$ cat src/verilog/fan_cfg_pkg.sv
// Constants and types for the fan-control configuration register bank
package fan_cfg_pkg;
  // Register map
  localparam logic [7:0] ADDR_CFG    = 8'h40;  // Ready/lock/apply/force register
  localparam logic [7:0] LIM_FIRST   = 8'h5c;  // First fan limit/parameter register
  localparam logic [7:0] LIM_LAST    = 8'h6e;  // Last fan limit/parameter register
  localparam int         NUM_LIM     = 19;     // Registers from first to last inclusive
  // Field positions in the configuration register
  localparam int         BIT_APPLY   = 0;      // Use programmed limits
  localparam int         BIT_LOCK    = 1;      // Freeze limits until power cycle
  localparam int         BIT_READY   = 2;      // Power-up done, converters running
  localparam int         BIT_FORCE   = 3;      // All PWM outputs at full duty
  localparam logic [7:0] CFG_RESET   = 8'h00;  // Register value after reset
  localparam logic [7:0] RD_UNMAPPED = 8'h00;  // Read value of any other address
  // Power-up settling time before the converters are trusted
  localparam int         CLK_NS      = 50;     // 20 MHz clock period
  localparam int         POR_TIME_NS = 1000;   // Least settling time
  localparam int         POR_CYCLES  = (POR_TIME_NS + CLK_NS - 1) / CLK_NS;
  localparam int         POR_CW      = 5;      // Width of the settling counter
  localparam int         NUM_PWM     = 3;      // PWM channels

  // Configuration bits as held in hardware
  typedef struct packed {
    logic force_full;  // Full-speed force
    logic ready;       // Ready flag
    logic lock;        // Limit lock
    logic apply;       // Apply programmed settings
  } cfg_t;

  // Register write strobe with its address and data
  typedef struct packed {
    logic       wr;    // One-cycle write strobe
    logic [7:0] addr;  // Register address
    logic [7:0] data;  // Write data
  } reg_wr_t;

  // Power-up sequencing states, one-hot
  typedef enum logic [2:0] {
    PU_SETTLE = 3'b001,  // Waiting out the settling time
    PU_ADC    = 3'b010,  // Waiting for the converters
    PU_DONE   = 3'b100   // Ready flag raised
  } pu_state_t;
endpackage

$ cat src/verilog/fan_cfg_bank.sv
// Fan-control configuration register and limit/parameter bank
`timescale 1ns/100ps
module fan_cfg_bank #(
  parameter logic [fan_cfg_pkg::NUM_LIM*8-1:0] DEFAULT_LIMITS = '0  // Built-in defaults
) (
  input  wire logic                                  CLK,
  input  wire logic                                  RESET,
  input  wire fan_cfg_pkg::reg_wr_t                  REG_WR,
  input  wire logic [7:0]                            RD_ADDR,
  output logic      [7:0]                            RD_DATA,
  input  wire logic                                  ADC_RUNNING,
  input  wire logic [fan_cfg_pkg::NUM_PWM-1:0]       PWM_IN,
  input  wire logic [fan_cfg_pkg::NUM_PWM-1:0]       PWM_DISABLE,
  output logic      [fan_cfg_pkg::NUM_PWM-1:0]       PWM_OUT,
  output logic      [fan_cfg_pkg::NUM_LIM*8-1:0]     EFF_LIMITS,
  output fan_cfg_pkg::cfg_t                          CFG
);
  import fan_cfg_pkg::*;

  cfg_t                        cfg_r, cfg_nxt;        // Configuration bits
  logic [7:0]                  lim_r   [NUM_LIM];     // Programmed limit registers
  logic [7:0]                  lim_nxt [NUM_LIM];     // Next limit values
  logic [NUM_LIM*8-1:0]        lim_flat;              // Limits as one vector
  logic [NUM_LIM*8-1:0]        eff_r, eff_nxt;        // Limits handed to fan logic
  logic [NUM_PWM-1:0]          pwm_r, pwm_nxt;        // Registered PWM outputs
  logic [7:0]                  rd_r, rd_nxt;          // Registered read data
  logic                        adc_s1_r, adc_s2_r;    // Converter status synchroniser
  pu_state_t                   pu_r, pu_nxt;          // Power-up sequence state
  logic [POR_CW-1:0]           por_cnt_r, por_cnt_nxt;// Settling counter
  logic                        wr_cfg;                // Write hits config register
  logic                        wr_lim;                // Write hits a limit register
  logic [7:0]                  wr_idx;                // Limit index of the write
  logic [7:0]                  rd_idx;                // Limit index of the read

  // Address decode; the subtraction gives the limit index, and two compares cover the range
  assign wr_idx = REG_WR.addr - LIM_FIRST;
  assign rd_idx = RD_ADDR - LIM_FIRST;
  assign wr_cfg = REG_WR.wr && (REG_WR.addr == ADDR_CFG);
  assign wr_lim = REG_WR.wr && (REG_WR.addr >= LIM_FIRST) && (REG_WR.addr <= LIM_LAST);

  // Flatten limits, register 0x5c in the low byte
  always_comb begin
    for (int i = 0; i < NUM_LIM; i++) begin
      lim_flat[i*8 +: 8] = lim_r[i];
    end
  end

  // Converter status comes from the analog side, so synchronise it first
  always_ff @(posedge CLK) begin
    if (RESET) begin
      adc_s1_r <= 1'b0;
      adc_s2_r <= 1'b0;
    end else begin
      adc_s1_r <= ADC_RUNNING;
      adc_s2_r <= adc_s1_r;
    end
  end

  // Power-up sequence: settle, then wait for converters, then raise ready
  always_comb begin
    pu_nxt      = pu_r;
    por_cnt_nxt = por_cnt_r;
    unique case (pu_r)
      PU_SETTLE: begin
        // Count out the settling time before trusting converter status
        if (por_cnt_r == POR_CW'(POR_CYCLES - 1)) begin
          pu_nxt = PU_ADC;
        end else begin
          por_cnt_nxt = por_cnt_r + POR_CW'(1);
        end
      end
      PU_ADC: begin
        // Converters must report running before the flag goes up
        if (adc_s2_r) begin
          pu_nxt = PU_DONE;
        end
      end
      PU_DONE: begin
        // Held until the next power-up reset
        pu_nxt = PU_DONE;
      end
      default: begin
        pu_nxt = PU_SETTLE;
      end
    endcase
  end

  // Sequence state register
  always_ff @(posedge CLK) begin
    if (RESET) begin
      pu_r      <= PU_SETTLE;
      por_cnt_r <= '0;
    end else begin
      pu_r      <= pu_nxt;
      por_cnt_r <= por_cnt_nxt;
    end
  end

  // Configuration bits and limit registers, next values
  always_comb begin
    cfg_nxt = cfg_r;
    lim_nxt = lim_r;
    // Ready follows the sequencer only; software writes cannot touch it
    cfg_nxt.ready = (pu_nxt == PU_DONE);
    if (wr_cfg) begin
      // Apply and force stay writable even when locked
      cfg_nxt.apply      = REG_WR.data[BIT_APPLY];
      cfg_nxt.force_full = REG_WR.data[BIT_FORCE];
      // Lock can only be set; once set it ignores writes
      cfg_nxt.lock       = cfg_r.lock | REG_WR.data[BIT_LOCK];
    end
    // Limit writes are dropped while locked; the apply bit never touches them
    if (wr_lim && !cfg_r.lock) begin
      lim_nxt[wr_idx[4:0]] = REG_WR.data;
    end
  end

  // Configuration and limit registers
  always_ff @(posedge CLK) begin
    if (RESET) begin
      cfg_r <= cfg_t'(CFG_RESET[3:0]);
      for (int i = 0; i < NUM_LIM; i++) begin
        lim_r[i] <= 8'h00;
      end
    end else begin
      cfg_r <= cfg_nxt;
      lim_r <= lim_nxt;
    end
  end

  // Effective limits, PWM outputs and read data, next values
  always_comb begin
    // Defaults stay in force until software sets the apply bit
    eff_nxt = cfg_r.apply ? lim_flat : DEFAULT_LIMITS;
    // Force wins over the per-channel disable and the generator
    if (cfg_r.force_full) begin
      pwm_nxt = '1;
    end else begin
      pwm_nxt = PWM_IN & ~PWM_DISABLE;
    end
    // Read mux; reserved bits and unmapped addresses read zero
    if (RD_ADDR == ADDR_CFG) begin
      rd_nxt = {4'h0, 4'(cfg_r)};
    end else if ((RD_ADDR >= LIM_FIRST) && (RD_ADDR <= LIM_LAST)) begin
      rd_nxt = lim_r[rd_idx[4:0]];
    end else begin
      rd_nxt = RD_UNMAPPED;
    end
  end

  // Output registers; PWM is retimed here so outputs come from flops
  always_ff @(posedge CLK) begin
    if (RESET) begin
      eff_r <= '0;
      pwm_r <= '0;
      rd_r  <= 8'h00;
    end else begin
      eff_r <= eff_nxt;
      pwm_r <= pwm_nxt;
      rd_r  <= rd_nxt;
    end
  end

  assign EFF_LIMITS = eff_r;
  assign PWM_OUT    = pwm_r;
  assign RD_DATA    = rd_r;
  assign CFG        = cfg_r;
endmodule

$ cat config.mk
export PLATFORM = sky130hd
export DESIGN_NAME = fan_cfg_bank
export DESIGN_NICKNAME = d
export VERILOG_FILES = /design/src/verilog/fan_cfg_pkg.sv /design/src/verilog/fan_cfg_bank.sv
export SDC_FILE = /design/constraint.sdc
export NUM_CORES = 1
export LEC_CHECK = 0
export ABC_AREA = 1
export BUFFER_PORTS_ARGS = -buffer_cell sky130_fd_sc_hd__buf_2
export CAP_MARGIN = 20
export CORE_ASPECT_RATIO = 2
export CORE_MARGIN = 3
export CORE_UTILIZATION = 51
export CTS_CLUSTER_SIZE = 40
export DETAILED_ROUTE_END_ITERATION = 12
export GPL_TIMING_DRIVEN = 0
export HOLD_SLACK_MARGIN = 0.06
export PLACE_DENSITY = 0.76
export SLEW_MARGIN = 20
export SYNTH_ARGS = -nofsm -noshare
export SYNTH_HDL_FRONTEND = slang
export SYNTH_SLANG_ARGS = --single-unit
export TNS_END_PERCENT = 5
$ cat constraint.sdc
create_clock -name CLK -period 2.2 [get_ports CLK]
set_clock_uncertainty 0.1 [all_clocks]
set_input_delay 0.44 -clock CLK [delete_from_list [all_inputs] [get_ports CLK]]
set_output_delay 0.44 -clock CLK [all_outputs]
set_load 0.02 [all_outputs]
Yosys cells after proc, flatten, opt, wreduce, memory -nomap -nowiden
Index checks and enable logic that the tools add are counted.
W data, S select, Z words.

operators by class
  reduce and logical (&&, ||, !) cells = 10
  equality and inequality tests = 7
  magnitude comparators = 7
  bitwise logic cells = 8
  add/subtract/negate cells = 3
  mux-type cells = 12

operator list
  operator               count
  $bwmux W152            1
  $bmux W8 S5            1
  $demux W8 S5           1
  $mux W8                3
  $eq A8 B7 Y1 const B   2
  $ge A8 B7 Y1 const B   2
  $le A8 B7 Y1 const B   2
  $ge A6 B6 Y1 const B   2
  $not A5 Y6             2
  $sub A5 B5 Y5 const B  2
  $mux W3                3
  $pmux W3 S3            1
  $mux W4                2
  $eq A3 B3 Y1 const B   2
  $logic_and A1 B1 Y1    6
  $lt A6 B1 Y1 const B   1
  $add A5 B1 Y5 const B  1
  $eq A5 B5 Y1 const B   1
  $and A3 B3 Y3          1
  $eq A3 B1 Y1 const B   1
  $eq A3 B2 Y1 const B   1
  $not A1 Y1             3
  $not A3 Y3             1
  $reduce_or A3 Y1       1
  other kinds (4)        4

storage, ports and cells
  word-level logic and storage cells = 78
  input bits = 34
  register bits after elaboration = 329

Depth between registers and ports, before layout
Gate-level depths: netlist (run 1).

  word-level depth = 7
  depth in mapped cells = 14

Worst setup path before layout (run 1)
OpenSTA, ideal clock, no wires.

  kind = input port to flip-flop
  from = in REG_WR[10] (netlist bit)
  to = reg lim_r (netlist bit lim_flat[136])
  setup slack = 35 ps
  buffers on the path = 1
  data required time = 1968 ps
  library setup time = 132 ps
  stages = 9
  data arrival time = 1933 ps
  path through = buf_2 -> inv_1 -> ha_1 -> inv_1 -> nand4_1 -> nor2_1 -> nand2_1 -> nand2_1 -> a21oi_1

on the way
  cells in the longest elaborated chain, start to end = 7
  elaborated cells on any way between the ends = 13
  those cells by class = add/sub: 1; order compare: 4; mux: 3; bitwise: 1; reduce/logical: 4

RTL lines
  what                                                                       RTL line             text
  from (decl)                                                                fan_cfg_bank.sv:8    input wire fan_cfg_pkg::reg_wr_t REG_WR,
  $sub A5 B5 Y5                                                              fan_cfg_bank.sv:36   assign wr_idx = REG_WR.addr - LIM_FIRST;
  $not A5 Y6 (implied by the code)                                           fan_cfg_bank.sv:114  lim_nxt[wr_idx[4:0]] = REG_WR.data;
  $ge A6 B6 Y1 (implied by the code) / $lt A6 B1 Y1 (equally long branches)  fan_cfg_bank.sv:114
  $logic_and A1 B1 Y1 (implied by the code)                                  fan_cfg_bank.sv:114
  $mux W8 (implied by the code)                                              fan_cfg_bank.sv:114
  $demux W8 S5                                                               fan_cfg_bank.sv:114
  $bwmux W152                                                                fan_cfg_bank.sv:114
  to (signal assigned)                                                       fan_cfg_bank.sv:127  lim_r <= lim_nxt;
  to (decl)                                                                  fan_cfg_bank.sv:21   logic [7:0] lim_r [NUM_LIM];

Parallel ways exist; a longest one is shown, timed or not.
A chain may end at the register's enable or synchronous reset.

Final worst setup path (run 1)
  from = in REG_WR[10] (netlist bit)
  to = reg lim_r (netlist bit lim_flat[7])

The elaborated chain is that of the path after synthesis.

==> metrics.yaml, run 1 <==
placed_design:
  dpl_cell_area_um2: 13700
  gp_congestion: 0.9812
  post-dp-hpwl_mm: 30.77
  port_buffers: 190
  placed_cells: 2123
clocking:
  cts_buffers: 27
  cts_tree: "built"
  clock-sinks: 329
  h-tree-depth: 1
  cts_buffer_depth: 3
  clkTransAtPathRegs_ns: 0.07
  clkLatencyLatePin_ns: 0.55
  root_buffer: "clkbuf_16"
cells_and_area:
  nets: 1917
  insertedDiodeCount: 0
  nFillCells: 2213
  drive_gt1_share_pct: 15.10
  stdcell_area_um2: 14750
  final_cells: 2181
  synthToLayoutAreaGrowth_pct: 19.11
  final_core_util_pct: 61.67
critical_path:
  crit_path_top_delay_cell: "ha_1"
  cp_num_buf_inv: 4
  critPathMaxFanout: 9
  critPathKind: "in -> reg"
  start_kind: "primary input"
  end_kind: "flop"
  slowest_delay_ns: 0.36
  path_delay_family: "simple AND/OR/NAND/NOR gates"
  path_cells: "buf_2, buf_2, inv_1, ha_1, inv_1, nand3_1, nor2_2, nand2_1, nand2_1, a21oi_1"
  crit_arrival_ns: 2.43
  crit_required_ns: 2.51
yosys:
  synth.top_cell.area_share_pct: 53.17
  synthXorXnorAreaFrac_pct: 0.07071
  yosys.area_share.adder_pct: 0.6061
  syn-instance-count: 1646
  yosysSeqAreaShare_pct: 53.17
  synth_compound_area_share_pct: 10.92
  synth_area_leaders: "dfxtp_1 (53%), nand2_1 (9.2%), nand3_1 (7.8%)"
  synthSimpleGateAreaFrac_pct: 26.06
  yosysWarnings: 0
  synth_top_family_by_area: "simple AND/OR/NAND/NOR gates"
  syn_area_um2: 12390
  ys_async_sr_fraction_pct: 0
  ys.flop_type: "dfxtp_1"
  ys_top_cells_by_count: "dfxtp_1 (329), nand2_1 (302), nor2_1 (205), nand3_1 (193), inv_1 (192)"
  synthMuxAreaShare_pct: 0
  ys_seq_elements: 329
  synth.most_common_cell: "dfxtp_1"
  syn_nets: 1686
  synth.largest_area_cell: "dfxtp_1"
  synth_edf_count: 0
  yosysUniqueCellTypes: 28
  synth_area_per_cell_um2: 7.525
global_routing:
  grt_overflow: 0
  grt_usage_pct: 31.11
  grt_pass1_wl_mm: 62.18
  grt_pass1_vias: 11444
  grt_max_degree: 18
  antenna_found_initial: 0
detailed_routing:
  routed-via-count: 11937
  wire_per_inst_um: 19.34
  drcViolationCount: 0
  routed_via_density: 5.473
  wirelength_mm: 42.18
  drtIter0Drc: 1151
  drtAntennaViolNets: 0
  dr.pass1.iters: 5
power:
  pwr-share-comb_pct: 5.9
  internal_power_mw: 8.799
  pwr-share-seq_pct: 51.6
  clkPwrFrac_pct: 42.5
  max-vdd-ir-drop_mv: 0.6534
  p_switching_mw: 2.776
  report.power.total_mw: 11.58
  powerDensity_nw_per_um2: 784.5
  switching_share_pct: 23.98
  p_leak_nw: 5.756
timing:
  relSlewSlack_pct: 32.87
  rsz0062_at_grt: "true"
  setup_viol: 0
  clock.fmax_mhz: 472.1
  fin_crit_ns: 2.118
  tns_ns: 0
  finalCritPeriodShare_pct: 96.28
  worst_pin_slew_ns: 1.007
  slew_viol_final: 0
  hold_viol_final: 0
floorplanning:
  dieArea_um2: 26310
  die_w_um: 116.2
  core-area_um2: 23920
  ios: 201
  fp.dieH_um: 226.4
  start_util_pct: 51.78
  num_rows: 80
run_status:
  status: "finished clean"
flow_run:
  maxCapViolCount: 0
min_path:
  hold_path_class: "in -> reg"
[through the flow]
stage,setup WS [ns],hold WS [ns]
after detailed placement,-0.9580,0.3158
after CTS,0.06102,0.1935
after global routing,-0.1320,0.2427
final,0.08176,0.2131
after floorplan,0.03453,0.2883
after global placement,-0.9309,0.2970
[power by group through the flow]
stage	logic [mW]	clock network [mW]	registers, mW
after floorplan	0.367	0	6.11
after global placement	0.635	0	6.11
after detailed placement	0.637	0	6.11
after CTS	0.651	4.93	5.97
after global routing	0.722	5.14	5.97
final	0.688	4.92	5.97
[cell usage in the layout (no fill, tap or decap), types with 3 or more instances in the layout]
| cell | count |
|---|---|
| inv_1 | 192 |
| inv_2 | 3 |
| buf_2 | 203 |
| nor3_1 | 33 |
| nand4_1 | 8 |
| nor2_4 | 10 |
| nor2_1 | 201 |
| nand2_1 | 301 |
| clkbuf_8 | 5 |
| buf_4 | 12 |
| dfxtp_1 | 329 |
| nand2_2 | 3 |
| ha_1 | 6 |
| buf_1 | 4 |
| nor2_2 | 9 |
| o21ai_0 | 64 |
| a21oi_1 | 162 |
| nand3_1 | 192 |
| clkbuf_1 | 72 |
| o211ai_1 | 26 |
| clkbuf_16 | 27 |
| dlygate4sd3_1 | 7 |
[final timing paths]
path,endpoint,startpoint,cells after the start,slack [ns]
setup / recovery,lim_flat[7]$_SDFFE_PP0P_,REG_WR[10],10,0.08
hold reg to reg,adc_s2_r$_SDFF_PP0_,adc_s1_r$_SDFF_PP0_,2,0.33
hold / removal,RD_DATA[2]$_SDFF_PP0_,RD_ADDR[4],4,0.21
setup reg to reg,EFF_LIMITS[78]$_SDFF_PP0_,CFG[0]$_SDFFE_PP0P_,4,0.12
[area by class of cell]
type                       count  area [um^2]  share of cell area, %
sequential                   329         6586                  44.64
multi-input combinational   1026         4727                  32.04
clock buffer                  36        759.5                  5.148
timing repair buffer         202         1059                  7.174
buffer                        95        405.4                  2.748
clock inverter                10        122.6                 0.8311
tap                          287        359.1                  2.434
inverter                     196        735.7                  4.986
[per-layer routing]
metal / track usage [%] / wire (um) / vias up
met2: 55.96 / 21740 / 566
met1: 33.13 / 14760 / 5491
li1: - / - / 5706
met4: 20.79 / 2997 / 0
met5: 0 / 0 / -
met3: 3.846 / 2686 / 174
[cells by family (layout without fill, tap and decap cells)]
group                      count (synthesis)  in the layout
AOI/OAI and AO/OA                        256            256
adders and majority gates                  6              6
and+or+nand+nor                          763            763
buffers and inverters                    291            539
xor gates and xnor gates                   1              1
DFF                                      329            329
[registers in the layout (all words and copies together), names as in the netlist]
name,count
pu_r,3
RD_DATA,8
adc_s2_r,1
CFG,4
PWM_OUT,3
lim_flat,152
adc_s1_r,1
EFF_LIMITS,152
por_cnt_r,5
[timing repair]
item / 4_1_cts / 5_1_grt
setup buffers: 0 / 5
pin swaps: 0 / 4
hold buffers: 7 / 0
resized for setup: 5 / 13
endpoints found under the hold margin: 4 / 0
endpoints found under the setup margin: 96 / 93
[tightest hold or removal path, stage by stage]
cell     delay, ns
buf_2         0.14
nor3_1        0.12
nand3_1       0.08
nand2_1       0.05
No activity file was read; power rests on OpenSTA's default activity.
==> inputs of run 2 (changes only) <==
--- a/config.mk
+++ b/config.mk
@@ -10,12 +10,12 @@
 export CAP_MARGIN = 20
 export CORE_ASPECT_RATIO = 2
 export CORE_MARGIN = 3
-export CORE_UTILIZATION = 51
+export CORE_UTILIZATION = 60
 export CTS_CLUSTER_SIZE = 40
 export DETAILED_ROUTE_END_ITERATION = 12
 export GPL_TIMING_DRIVEN = 0
 export HOLD_SLACK_MARGIN = 0.06
-export PLACE_DENSITY = 0.76
+export PLACE_DENSITY = 0.84
 export SLEW_MARGIN = 20
 export SYNTH_ARGS = -nofsm -noshare
 export SYNTH_HDL_FRONTEND = slang
==> constraint.sdc (replaced) <==
create_clock -name CLK -period 2.6 [get_ports CLK]
set_clock_uncertainty 0.1 [all_clocks]
set_input_delay 0.52 -clock CLK [delete_from_list [all_inputs] [get_ports CLK]]
set_output_delay 0.52 -clock CLK [all_outputs]
set_load 0.05 [all_outputs]
==> run 2 against run 1 <==
Against the previous run: the run now ends with setup timing left; via count up 3.2%; power down 18%; routed wire length down 1.1%; setup slack worse by 0.13 ns; combinational power down 18%; sequential power down 15%; sequential cell count unchanged; cell count down 1.8%.
==> metrics.yaml, run 2 (synthesis gave the netlist of run 1 again) <==
run_status:
  status: "finished, violations left"
  violations: "setup timing"
placed_design:
  port_buffers: 190
  post-dp-hpwl_mm: 30.25
  gp_congestion: 1.022
global_routing:
  grt_pass1_wl_mm: 62.09
  grt_pass1_vias: 11745
  grt_usage_pct: 35.86
  grt_overflow: 0
  antenna_found_initial: 0
  grt_max_degree: 18
timing:
  setup_viol: 9
  fin_crit_ns: 2.649
  worst_pin_slew_ns: 1.001
  hold_viol_final: 0
  slew_viol_final: 0
  tns_ns: -0.1648
  fin_ws_ns: -0.04903
  finalCritPeriodShare_pct: 101.9
  clock.fmax_mhz: 377.5
  rsz0062_at_grt: "true"
  relSlewSlack_pct: 33.24
clocking:
  h-tree-depth: 1
  clock-sinks: 329
  root_buffer: "clkbuf_16"
  clkTransAtPathRegs_ns: 0.07
  clkLatencyLatePin_ns: 0.56
  cts_tree: "built"
  cts_buffer_depth: 3
  cts_buffers: 26
critical_path:
  r2r_slack_ns: 0.32
  crit_path_top_delay_cell: "buf_1"
  path_cells: "clkbuf_1, inv_1, nand2_1, buf_1, clkbuf_1, nor2_1"
  critPathMaxFanout: 10
  start_kind: "primary input"
  crit_arrival_ns: 2.95
  critPathKind: "in -> reg"
  startpoint: "RESET"
  crit_required_ns: 2.90
  slowest_delay_ns: 0.71
  cp_common_cell: "clkbuf_1"
  regToRegEndpoint: "EFF_LIMITS[80]$_SDFF_PP0_"
  crit_end: "EFF_LIMITS[80]$_SDFF_PP0_"
  end_kind: "flop"
  r2r_cells: 4
  rr_startpoint: "CFG[0]$_SDFFE_PP0P_"
detailed_routing:
  routed-via-count: 12319
  top_layer: "met4"
  dr.pass1.iters: 7
  met1_length_mm: 13.76
  wirelength_mm: 41.73
  dr_wl_met3_mm: 3.510
  drcViolationCount: 0
  wire_per_inst_um: 19.49
  drtIter0Drc: 1084
  wl_met2_mm: 20.65
  drtAntennaViolNets: 0
  routed_via_density: 5.754
floorplanning:
  core-area_um2: 20090
  die_w_um: 107.6
  ios: 201
  dieArea_um2: 22510
  num_rows: 73
  fp.dieH_um: 209.2
  start_util_pct: 61.64
cells_and_area:
  drive_gt1_share_pct: 14.37
  insertedDiodeCount: 0
  synthToLayoutAreaGrowth_pct: 16.77
  nets: 1905
  mostFrequentLayoutCells: "dfxtp_1 (329), nand2_1 (302), nor2_1 (205)"
  nFillCells: 1708
  layout_commonest_cell: "dfxtp_1"
power:
  max-vdd-ir-drop_mv: 0.6875
  powerDensity_nw_per_um2: 652.5
  p_leak_nw: 5.654
  report.power.total_mw: 9.437
min_path:
  hold_path_class: "in -> reg"
flow_run:
  maxCapViolCount: 0
## run 2: cell type report
type	count	area, um^2	area share (%)
plain buffers	95	400.4	2.768
clock buffers	33	728.2	5.035
clock inverters	9	60.06	0.4152
inverters	196	735.7	5.086
multi-input cells	1026	4664	32.25
flip-flops and latches	329	6586	45.54
well taps	262	327.8	2.266
repair buffers	191	960.9	6.644
## run 2: worst min-delay path by stage
| stage | startpoint | endpoint | slack, ns | depth (start not counted) |
|---|---|---|---|---|
| 6_report | PWM_DISABLE[1] | PWM_OUT[1]$_SDFF_PP0_ | 0.10 | 4 |
| 5_1_grt | PWM_IN[1] | PWM_OUT[1]$_SDFF_PP0_ | 0.13 | 3 |
| 4_1_cts | PWM_DISABLE[1] | PWM_OUT[1]$_SDFF_PP0_ | 0.10 | 4 |
| 3_5_place_dp | adc_s1_r$_SDFF_PP0_ | adc_s2_r$_SDFF_PP0_ | 0.30 | 2 |
| 3_3_place_gp | adc_s1_r$_SDFF_PP0_ | adc_s2_r$_SDFF_PP0_ | 0.30 | 2 |
| 2_1_floorplan | adc_s1_r$_SDFF_PP0_ | adc_s2_r$_SDFF_PP0_ | 0.29 | 2 |
## run 2: per-stage QoR
stage / instance area [um^2] / std cells / hold WS (ns) / utilization, % / worst slack (ns)
final: 14460 / 2141 / 0.1013 / 71.98 / -0.04903
after CTS: 14460 / 2141 / 0.1005 / 71.98 / 0.05341
after floorplan: 12390 / 1646 / 0.2883 / - / 0.3545
after global placement: 13670 / 2098 / 0.2955 / 68.01 / -0.4977
after global routing: 14460 / 2141 / 0.1272 / 71.98 / -0.08428
after detailed placement: 13670 / 2098 / 0.3026 / 68.01 / -0.5258
## run 2: critical path: cells and delay by family
family,cells,cell delay [ns]
and+or+nand+nor,2,0.56
buffers and inverters,4,1.84
## run 2: repair_timing
action | CTS | global route
hold buffers | 1 | 0
resized for setup | 0 | 1
setup endpoints to repair | 0 | 31
endpoints found under the hold margin | 1 | 0
setup buffers | 0 | 0
## run 2: routing by layer
layer / global-route usage [%] / up-vias
li1: - / 5669
met1: 38.06 / 5611
met2: 62.25 / 786
met3: 4.853 / 253
met4: 28.07 / 0
met5: 0 / -
## run 2: report_power, final
group | total, mW | leakage (nW) | internal, mW | switching (mW)
Combinational | 0.563 | 2.62 | 0.124 | 0.439
Clock | 3.82 | 0.383 | 1.98 | 1.84
Sequential | 5.05 | 2.65 | 5.05 | 0.00599
Total | 9.44 | 5.65 | 7.15 | 2.29
==> inputs of run 3 (changes only) <==
--- a/config.mk
+++ b/config.mk
@@ -8,7 +8,6 @@
 export ABC_AREA = 1
 export BUFFER_PORTS_ARGS = -buffer_cell sky130_fd_sc_hd__buf_2
 export CAP_MARGIN = 20
-export CORE_ASPECT_RATIO = 2
 export CORE_MARGIN = 3
 export CORE_UTILIZATION = 60
 export CTS_CLUSTER_SIZE = 40
==> run 3 against run 2 <==
Against the previous run: the run now ends clean; critical path depth unchanged; design area rose by 2.1%; via count about the same; routed wire length shrank 5.8%; cell count increased by 0.93%; largest power group unchanged.
==> metrics.yaml, run 3 (synthesis gave the netlist of run 1 again) <==
detailed_routing:
  dr.pass1.iters: 6
  wirelength_mm: 39.30
  drtAntennaViolNets: 0
  routed-via-count: 12330
  routed_via_density: 5.706
  drcViolationCount: 0
  drtIter0Drc: 1691
  wire_per_inst_um: 18.19
run_status:
  status: "finished clean"
power:
  max-vdd-ir-drop_mv: 0.6459
  p_leak_nw: 5.799
  powerDensity_nw_per_um2: 703.0
critical_path:
  r2r_slack_ns: 0.28
  end_kind: "flop"
  crit_arrival_ns: 2.81
  start_kind: "primary input"
  critPathKind: "in -> reg"
  critPathMaxFanout: 10
  r2r_cells: 4
  rr_startpoint: "CFG[0]$_SDFFE_PP0P_"
  regToRegEndpoint: "EFF_LIMITS[118]$_SDFF_PP0_"
  crit_required_ns: 2.90
min_path:
  hold_path_depth: 3
  hold_end: "PWM_OUT[1]$_SDFF_PP0_"
  hold_path_class: "in -> reg"
  min_from: "PWM_IN[1]"
timing:
  worst_pin_slew_ns: 0.8771
  slew_viol_final: 0
  fin_crit_ns: 2.503
  hold_viol_final: 0
  whs_ns: 0.1050
  setup_viol: 0
  finalCritPeriodShare_pct: 96.27
  rsz0062_at_grt: "false"
  clock.fmax_mhz: 399.5
  relSlewSlack_pct: 41.53
floorplanning:
  dieArea_um2: 22400
  core-area_um2: 19850
  ios: 201
  num_rows: 51
  start_util_pct: 62.42
  die_w_um: 149.7
  fp.dieH_um: 149.7
placed_design:
  dpl_cell_area_um2: 13670
  gp_congestion: 1.001
  post-dp-hpwl_mm: 27.33
  port_buffers: 190
clocking:
  clkLatencyLatePin_ns: 0.57
  clock-sinks: 329
  cts_buffer_depth: 3
  cts_buffers: 31
  clkTransAtPathRegs_ns: 0.06
  cts-resized-gates: 0
  cts_tree: "built"
  h-tree-depth: 1
  root_buffer: "clkbuf_16"
global_routing:
  grt_usage_pct: 33.55
  grt_pass1_vias: 11415
  grtUsageMet2_pct: 52.44
  use_met3_pct: 6.299
  grt_overflow: 0
  use_met1_pct: 44.47
  busiest_layer: "met2"
  grt_max_degree: 16
  antenna_found_initial: 2
  grt_pass1_wl_mm: 59.36
cells_and_area:
  drive_gt1_share_pct: 14.99
  layout_commonest_cell: "dfxtp_1"
  nets: 1910
  mostFrequentLayoutCells: "dfxtp_1 (329), nand2_1 (302), nor2_1 (205)"
  stdcell_area_um2: 14760
  synthToLayoutAreaGrowth_pct: 19.19
flow_run:
  maxCapViolCount: 0
run 3: report_power, final:
part	leakage [nW]	internal (mW)	switching [mW]	total (mW)
Combinational	2.62	0.125	0.424	0.549
Sequential	2.65	5.05	0.00638	5.05
Clock	0.528	2.81	1.97	4.78
run 3: stage by stage:
stage / TNS, ns / std cells / util [%] / worst slack [ns] / power (mW)
2_1_floorplan: 0 / 1646 / - / 0.3545 / 5.488
3_3_place_gp: -25.43 / 2101 / 68.88 / -0.3377 / 5.672
3_5_place_dp: -28.99 / 2101 / 68.88 / -0.3685 / 5.680
4_1_cts: 0 / 2159 / 74.37 / 0.2268 / 10.34
5_1_grt: 0 / 2161 / 74.40 / 0.01645 / 10.58
6_report: 0 / 2161 / 74.40 / 0.09689 / 10.38
run 3: how the worst max path moves through the flow:
| stage | from | end | slack (ns) | depth (start not counted) |
|---|---|---|---|---|
| 3_3_place_gp | RESET | EFF_LIMITS[114]$_SDFF_PP0_ | -0.34 | 6 |
| 2_1_floorplan | REG_WR[10] | lim_flat[136]$_SDFFE_PP0P_ | 0.35 | 9 |
| 4_1_cts | RESET | EFF_LIMITS[118]$_SDFF_PP0_ | 0.23 | 6 |
| 3_5_place_dp | RESET | EFF_LIMITS[118]$_SDFF_PP0_ | -0.37 | 6 |
| 5_1_grt | REG_WR[10] | lim_flat[128]$_SDFFE_PP0P_ | 0.02 | 10 |
| 6_report | RESET | EFF_LIMITS[118]$_SDFF_PP0_ | 0.1 | 6 |
run 3: cell type report:
class | instances | area, um^2
sequential | 329 | 6586
fill | 1491 | 5081
multi-input combinational | 1026 | 4664
timing repair buffer | 191 | 960.9
clock buffer | 39 | 845.8
inverter | 196 | 735.7
buffer | 95 | 400.4
tap | 265 | 331.6
clock inverter | 18 | 234.0
antenna | 2 | 5.005
run 3: timing repair:
item	4_1_cts	5_1_grt
hold endpoints to repair	1	0
buffers inserted	0	0
hold buffers	1	0
run 3: routing by layer:
metal	vias up	routed length, um
met1	5503	14860
met4	0	2245
met2	944	17030
li1	5704	-
met3	179	5163
met5	-	0
run 3: worst max-delay path, cell delays in order:
cell      delay [ns]
clkbuf_1        0.38
inv_1           0.18
nand2_1         0.43
clkbuf_1        0.67
clkbuf_1        0.45
nor2_1          0.15
